<file path="config.mk">
export PLATFORM = sky130hd
export DESIGN_NAME = amd_mdma
export DESIGN_NICKNAME = d
export VERILOG_FILES = /design/src/amd_pkg.sv /design/src/amd_cnt.sv /design/src/amd_mdma.sv
export SDC_FILE = /design/constraint.sdc
export NUM_CORES = 1
export LEC_CHECK = 0
export BUFFER_PORTS_ARGS = -buffer_cell sky130_fd_sc_hd__buf_4
export CAP_MARGIN = 20
export CORE_ASPECT_RATIO = 0.9
export CORE_MARGIN = 2
export CORE_UTILIZATION = 51
export CTS_CLUSTER_DIAMETER = 80
export CTS_CLUSTER_SIZE = 14
export DETAILED_ROUTE_END_ITERATION = 8
export PLACE_DENSITY = 0.8
export SYNTH_ARGS = -nofsm -noshare
export SYNTH_HDL_FRONTEND = slang
export SYNTH_SLANG_ARGS = --single-unit
</file>
<file path="constraint.sdc">
create_clock -name mclk -period 4.33 [get_ports mclk]
set_input_delay 0.2165 -clock mclk [delete_from_list [all_inputs] [get_ports mclk]]
set_output_delay 0.2165 -clock mclk [all_outputs]
set_load 0.1 [all_outputs]
</file>
<file path="src/amd_pkg.sv">
package amd_pkg;

    // ------------------------------------------------------------
    // widths
    // ------------------------------------------------------------
    localparam int CNT_W  = 8;
    localparam int DATA_W = 16;
    localparam int LEN_W  = 16;

    localparam logic [CNT_W-1:0] CNT_ONE  = 8'h01;
    localparam logic [CNT_W-1:0] CNT_ZERO = 8'h00;
    localparam logic [LEN_W-1:0] LEN_ZERO = 16'h0000;
    localparam logic [LEN_W-1:0] LEN_ONE  = 16'h0001;
    localparam logic [DATA_W-1:0] DATA_RST = 16'h0000;

    // counts in system clock cycles, all at least one
    typedef struct packed {
        logic [CNT_W-1:0] strobe_active_count;
        logic [CNT_W-1:0] strobe_recovery_count;
        logic [CNT_W-1:0] select_setup_count;
        logic [CNT_W-1:0] read_negation_count;
        logic [CNT_W-1:0] write_negation_count;
        logic [CNT_W-1:0] end_of_cycle_extension;
    } amd_timing_t;

    typedef struct packed {
        logic              dir_write;
        logic              use_alternate;
        logic [LEN_W-1:0]  word_count;
    } amd_cmd_t;

    typedef struct packed {
        logic              read_strobe_n;
        logic              write_strobe_n;
        logic              dma_ack_n;
        logic              cs_low_n;
        logic              cs_high_n;
    } amd_ctl_t;

    localparam amd_ctl_t CTL_IDLE = 5'h1F;

endpackage : amd_pkg
</file>
<file path="src/amd_cnt.sv">
// ------------------------------------------------------------
// phase down-counter: load, then holds expired high once it counts down to one
// ------------------------------------------------------------
module amd_cnt (
    input  wire logic                     mclk,
    input  wire logic                     sys_rst,
    input  wire logic                     load,
    input  wire logic [amd_pkg::CNT_W-1:0] value,
    output logic                          expired
);
    import amd_pkg::*;

    logic [CNT_W-1:0] cnt_r;
    logic [CNT_W-1:0] cnt_nxt;

    assign cnt_nxt = load ? value : ((cnt_r == CNT_ZERO) ? CNT_ZERO : cnt_r - CNT_ONE);
    // a zero setting is treated as one cycle
    assign expired = (cnt_r <= CNT_ONE);

    always_ff @(posedge mclk or posedge sys_rst) begin
        if (sys_rst) begin
            cnt_r <= CNT_ZERO;
        end else begin
            cnt_r <= cnt_nxt;
        end
    end

endmodule : amd_cnt

</file>
<file path="src/amd_mdma.sv">
// Notes on behaviour
// - strobe held active exactly strobe-active cycles; word cycle active plus the longer of recovery and negation
// - read strobe negated at least read-negation and recovery cycles between read words
// - write strobe negated at least write-negation and recovery cycles between write words
// - acknowledge asserted setup cycles before first strobe of a burst
// - acknowledge held recovery plus end-of-cycle cycles after final strobe
// - chip selects never asserted; both held high throughout
// - write data presented for whole strobe-active time before strobe negates
// - write data kept driven recovery cycles after write strobe negates
// - data bus carried on primary or alternate pins, same timing
module amd_mdma (
    input  wire logic                      mclk,
    input  wire logic                      sys_rst,
    input  wire amd_pkg::amd_timing_t      multiword_timing_setting,
    input  wire amd_pkg::amd_cmd_t         cmd,
    input  wire logic                      cmd_start,
    output logic                           busy,
    output logic                           word_req,
    input  wire logic [amd_pkg::DATA_W-1:0] wr_data,
    output logic [amd_pkg::DATA_W-1:0]     rd_data,
    output logic                           rd_valid,
    input  wire logic                      disk_dma_request,
    output amd_pkg::amd_ctl_t              disk_ctl,
    output logic [amd_pkg::DATA_W-1:0]     disk_data_out,
    output logic                           disk_data_oe,
    input  wire logic [amd_pkg::DATA_W-1:0] disk_data_in,
    output logic [amd_pkg::DATA_W-1:0]     alternate_disk_data_bus_out,
    output logic                           alternate_disk_data_bus_oe,
    input  wire logic [amd_pkg::DATA_W-1:0] alternate_disk_data_bus_in
);
    import amd_pkg::*;

    // ------------------------------------------------------------
    // states
    // ------------------------------------------------------------
    typedef enum logic [2:0] {
        ST_IDLE, ST_SETUP, ST_ACTIVE, ST_RECOV, ST_NEG, ST_EOC
    } amd_state_t;

    // write data stands from strobe assertion through recovery
    function automatic logic in_data_phase(input amd_state_t s);
        return (s == ST_ACTIVE) || (s == ST_RECOV);
    endfunction : in_data_phase

    amd_state_t        state_r;
    amd_state_t        state_nxt;
    amd_cmd_t          cmd_r;
    logic [LEN_W-1:0]  left_r;
    logic [CNT_W-1:0]  load_val;
    logic              load;
    logic              expired;

    // ------------------------------------------------------------
    // pin synchronisers
    // ------------------------------------------------------------
    logic              dreq_s1_r;
    logic              dreq_s2_r;
    logic [DATA_W-1:0] din_s1_r;
    logic [DATA_W-1:0] din_s2_r;
    logic [DATA_W-1:0] din_sel;

    // data pins routed by command; timing path is shared
    assign din_sel = cmd_r.use_alternate ? alternate_disk_data_bus_in : disk_data_in;

    // request and data move freely against mclk; two stages before use
    always_ff @(posedge mclk or posedge sys_rst) begin
        if (sys_rst) begin
            dreq_s1_r <= 1'b0;
            dreq_s2_r <= 1'b0;
            din_s1_r  <= DATA_RST;
            din_s2_r  <= DATA_RST;
        end else begin
            dreq_s1_r <= disk_dma_request;
            dreq_s2_r <= dreq_s1_r;
            din_s1_r  <= din_sel;
            din_s2_r  <= din_s1_r;
        end
    end

    amd_cnt u_amd_cnt (
        .mclk    (mclk),
        .sys_rst (sys_rst),
        .load    (load),
        .value   (load_val),
        .expired (expired)
    );

    // ------------------------------------------------------------
    // sequencer
    // ------------------------------------------------------------
    amd_timing_t t;
    logic        more;
    logic        start_ok;
    logic [CNT_W-1:0] neg_cnt;
    logic             neg_long;
    logic             drive_win;

    assign t        = multiword_timing_setting;
    assign start_ok = cmd_start && dreq_s2_r && (cmd.word_count != LEN_ZERO);
    // another word only while request stands and count remains
    assign more     = dreq_s2_r && (left_r != LEN_ZERO);
    assign neg_cnt  = cmd_r.dir_write ? t.write_negation_count : t.read_negation_count;
    // recovery alone covers a short negation time
    assign neg_long = (neg_cnt > t.strobe_recovery_count);
    assign drive_win = cmd_r.dir_write && in_data_phase(state_nxt);

    always_comb begin
        state_nxt = state_r;
        load      = 1'b0;
        load_val  = CNT_ZERO;
        unique case (state_r)
            ST_IDLE: begin
                if (start_ok) begin
                    state_nxt = ST_SETUP;
                    load      = 1'b1;
                    load_val  = t.select_setup_count;
                end
            end
            ST_SETUP: begin
                if (expired) begin
                    state_nxt = ST_ACTIVE;
                    load      = 1'b1;
                    load_val  = t.strobe_active_count;
                end
            end
            ST_ACTIVE: begin
                if (expired) begin
                    state_nxt = ST_RECOV;
                    load      = 1'b1;
                    load_val  = t.strobe_recovery_count;
                end
            end
            ST_RECOV: begin
                if (expired) begin
                    load = 1'b1;
                    if (more) begin
                        // negation time beyond recovery, counted from strobe negation
                        state_nxt = neg_long ? ST_NEG : ST_ACTIVE;
                        load_val  = neg_long ? neg_cnt - t.strobe_recovery_count
                                             : t.strobe_active_count;
                    end else begin
                        state_nxt = ST_EOC;
                        load_val  = t.end_of_cycle_extension;
                    end
                end
            end
            ST_NEG: begin
                if (expired) begin
                    state_nxt = ST_ACTIVE;
                    load      = 1'b1;
                    load_val  = t.strobe_active_count;
                end
            end
            ST_EOC: begin
                if (expired) begin
                    state_nxt = ST_IDLE;
                end
            end
            default: state_nxt = ST_IDLE;
        endcase
    end

    // ------------------------------------------------------------
    // registers and pins
    // ------------------------------------------------------------
    logic act_end;
    logic act_start;

    assign act_end   = (state_r == ST_ACTIVE) && expired;
    // last cycle before every strobe; its closing edge asserts the strobe
    assign act_start = (state_nxt == ST_ACTIVE) && (state_r != ST_ACTIVE);

    always_ff @(posedge mclk or posedge sys_rst) begin
        if (sys_rst) begin
            state_r   <= ST_IDLE;
            cmd_r     <= '0;
            left_r    <= LEN_ZERO;
            disk_ctl  <= CTL_IDLE;
            busy      <= 1'b0;
            word_req  <= 1'b0;
            rd_data   <= DATA_RST;
            rd_valid  <= 1'b0;
            disk_data_out <= DATA_RST;
            disk_data_oe  <= 1'b0;
            alternate_disk_data_bus_out <= DATA_RST;
            alternate_disk_data_bus_oe  <= 1'b0;
        end else begin
            state_r  <= state_nxt;
            busy     <= (state_nxt != ST_IDLE);
            word_req <= 1'b0;
            rd_valid <= 1'b0;
            if (state_r == ST_IDLE && start_ok) begin
                cmd_r  <= cmd;
                left_r <= cmd.word_count;
            end
            // ack spans setup through end of cycle; selects stay high
            disk_ctl.dma_ack_n <= (state_nxt == ST_IDLE);
            disk_ctl.cs_low_n  <= 1'b1;
            disk_ctl.cs_high_n <= 1'b1;
            disk_ctl.read_strobe_n  <= !((state_nxt == ST_ACTIVE) && !cmd_r.dir_write
                                         && !(state_r == ST_IDLE));
            disk_ctl.write_strobe_n <= !((state_nxt == ST_ACTIVE) && cmd_r.dir_write);
            // count drops as each strobe starts, so more sees the words left
            if (act_start) begin
                left_r <= left_r - LEN_ONE;
                word_req <= cmd_r.dir_write;
                // data stands from strobe assertion through recovery
                if (cmd_r.use_alternate) begin
                    alternate_disk_data_bus_out <= wr_data;
                end else begin
                    disk_data_out <= wr_data;
                end
            end
            disk_data_oe <= drive_win && !cmd_r.use_alternate;
            alternate_disk_data_bus_oe <= drive_win && cmd_r.use_alternate;
            if (act_end && !cmd_r.dir_write) begin
                // sampled data lags pin by the two synchroniser stages
                rd_data  <= din_s2_r;
                rd_valid <= 1'b1;
            end
        end
    end

endmodule : amd_mdma

</file>
==> impl_results.md <==
- Status: complete, no violations
- Worst Skew: 0.01100 ns
- Final setup fails: 0
- Setup TNS: 0 ns
- Critical path arrival: 4.08 ns
- Worst Setup Path Type: reg2reg
- Detailed placement HPWL: 10110 um
- WL final: 14770 um
- Leakage power: 3.667 nW
- Via count: 4616
- Worst-Skew Late Latency: 0.41 ns
- Commonest cells in the synthesized netlist: dfrtp_1, mux2_2, nand2_1, nor2_1, inv_1
- Synth Register Bits: 119
- Max Cap Viol: 0
- Met1 global-route usage: 31.38%
- RSZ-0062 raised after global routing: no
- Grt met3 use: 5.828%
- Post-Syn Instances: 484
- # H-tree levels: 4
- Initial Util: 51.95%
- Post-synth EDFFs: 0
- Floorplan core area: 10770 um2
- Yosys warnings: 0
- I/O pins: 176
- Clock Root Buffer: clkbuf_16
- Dominant cell type by area after synthesis: dfrtp_1
- Post-synthesis compound-gate area fraction: 10.11%
- Xor and xnor fraction of the mapped netlist area: 2.036%
- Peak VDD IR: 486.4 uV
- Max clock buf depth: 2
- Seq/Total Area, Yosys: 53.31%
- Required time worst endpoint: 4.62 ns
- Final hold vios: 0
- P&R area growth vs syn: 37.94%
- Total gr overflow: 0
- Max_slew headroom: 35.47%
- TritonCTS Buffers: 17
- Die width: 114.4 um
- Vias/cell: 5.713
- PD cells: 767.0 nW/um2
- Post-DP Area: 6975 um2
- I/O Buffers: 173
- Synth async-reset ratio: 100.0%
- DRT Pass-1 Iters: 5
- Distinct cells, synth: 61
- Diode count: 0
- Reg2reg path depth: 10
- Hold path depth: 3
- Share of cells above drive strength 1: 43.70%
- Initial antenna violation count: 0
- Top-area cell type share of the netlist area: 51.90%
- Met2 Use GR: 40.87%
- CP Capture Type: register
- Die area: 11820 um2
- DRT iter0 DRCs: 396
- # DRC: 0
- GPL Wtd Cong: 0.9320
- GRT Util Overall: 24.43%
- Slew @ Worst Pin: 0.9650 ns
- Slack of the critical path: 0.5373 ns
- First-pass GRT wire length: 22300 um
- Clock transition at path regs: 0.06 ns
- Mapped Avg Cell Area: 11.56 um2
- # rows: 36
- DIE HEIGHT: 103.3 um
- Max-slew violation count: 0
- WL/cell: 18.28 um
- Multiplexer share of the synthesized area: 14.47%
- Tightest Hold Check Type: in2reg
- Area share of and/or/nand/nor cells after synthesis: 13.27%
- Largest net degree at the start of global routing: 87
- Crit path time final: 3.793 ns
- CTS tree: built
- Startpoint Class: register
- Fill cells: 735
- Largest cells by area after synthesis: dfrtp_1, mux2_2, ha_1
- Cell with the most instances after synthesis: dfrtp_1
- Top Usage Layer GRT: met2
- Dpl ws: 0.5026 ns
- Final Cell Area: 7715 um2
- FMAX: 263.7 MHz
- Crit Path Max Fanout: 16
- Layout Cells excl Fill: 808
- Final worst path period share: 87.59%
- Detail Route Antenna Nets: 0
- Vias in the first global route: 4500
- Main combinational cell family by area after synthesis: multiplexers
- Clock Sinks: 119
- Post-Synth Adder-Cell Area: 3.266%
- Nets: 794
- Synthesized area: 5593 um2
- Dominant synthesized flop cell: dfrtp_1
- Dpl cells: 770
- Post-CTS resize count: 0
## sequential cells by signal, summed over array words and instances, names as in the netlist
signal and cells:
cmd_r 2, word_req 1, din_s1_r 16, dreq_s1_r 1, alternate_disk_data_bus_out 16, busy 1, disk_data_oe 1, u_amd_cnt.cnt_r 8
alternate_disk_data_bus_oe 1, disk_data_out 16, rd_data 16, state_r 3, rd_valid 1, left_r 16, din_s2_r 16, disk_ctl 3
dreq_s2_r 1
## cells by family after synthesis
group,after synthesis
AND/OR/NAND/NOR,142
multiplexers,72
adder cells (fa/ha/maj),14
AO/OA/AOI/OAI,78
XOR/XNOR,13
flip-flops,119
buffers and inverters,45
other,1
## critical path, cell delays in order, from the launching register on
cell     delay (ns)
dfrtp_1        0.68
mux2i_1        0.27
ha_1           0.19
inv_1          0.06
fa_1           0.41
nand3_1        0.13
a21oi_1        0.08
o32ai_1        0.56
a31o_2         0.51
nand2_2        0.35
mux2_2         0.42
## final cells by class
type	count	area [um2]	area share [%]
tap	133	166.4	2.157
clock buffer	18	439.2	5.693
inverter	20	77.57	1.006
sequential	119	2982	38.65
multi-input combinational	321	2421	31.38
timing repair buffer	183	1409	18.26
clock inverter	14	220.2	2.854
## metrics by stage
step                hold slack, ns  util [%]  total power [W]
finish                     0.02041     71.66         0.005918
global route               0.03340     71.66         0.006159
CTS                        0.01403     71.11         0.005920
detailed placement          0.3286     64.80         0.004324
global placement            0.3282     64.80         0.004248
floorplan                   0.2479         -         0.003720
## power breakdown
part	internal (W)	switching, W	total [W]
combinational	0.000799	0.00173	0.00253
sequential	0.00149	0.000338	0.00182
clock	0.00104	0.000523	0.00156
## repair_timing
item                       in CTS  in global routing
setup endpoints to repair       0                  0
buffers inserted                0                  0
hold endpoints to repair        2                  7
hold buffers                    2                  1
## final timing paths
path / slack (ns) / end / start
setup / recovery: 0.54 / alternate_disk_data_bus_out[11] / cmd_r[17]
max in group asynchronous: 2.98 / alternate_disk_data_bus_out[11] / sys_rst
hold / removal: 0.02 / left_r[14] / cmd[14]
setup reg to reg: 0.54 / alternate_disk_data_bus_out[11] / cmd_r[17]
hold reg to reg: 0.34 / din_s2_r[7] / din_s1_r[7]
min in group asynchronous: 0.29 / din_s1_r[5] / sys_rst
## cell usage in the layout, fill, tap and decap left out, types with 13 or more instances in the layout
cell type    n
a21oi_1     13
buf_4      178
clkbuf_16   17
dfrtp_1    116
ha_1        13
inv_1       19
mux2_2      71
nand2_1     36
nand3_1     13
nor2_1      25
nor3_1      14
## layer usage
metal  vias to the layer above  routed length, um
met5                         -                  0
met4                         0                347
met3                        30                854
met2                       196               7412
met1                      2254               6153
li1                       2136                  -
Note: power is estimated with default switching activity, not from simulation.
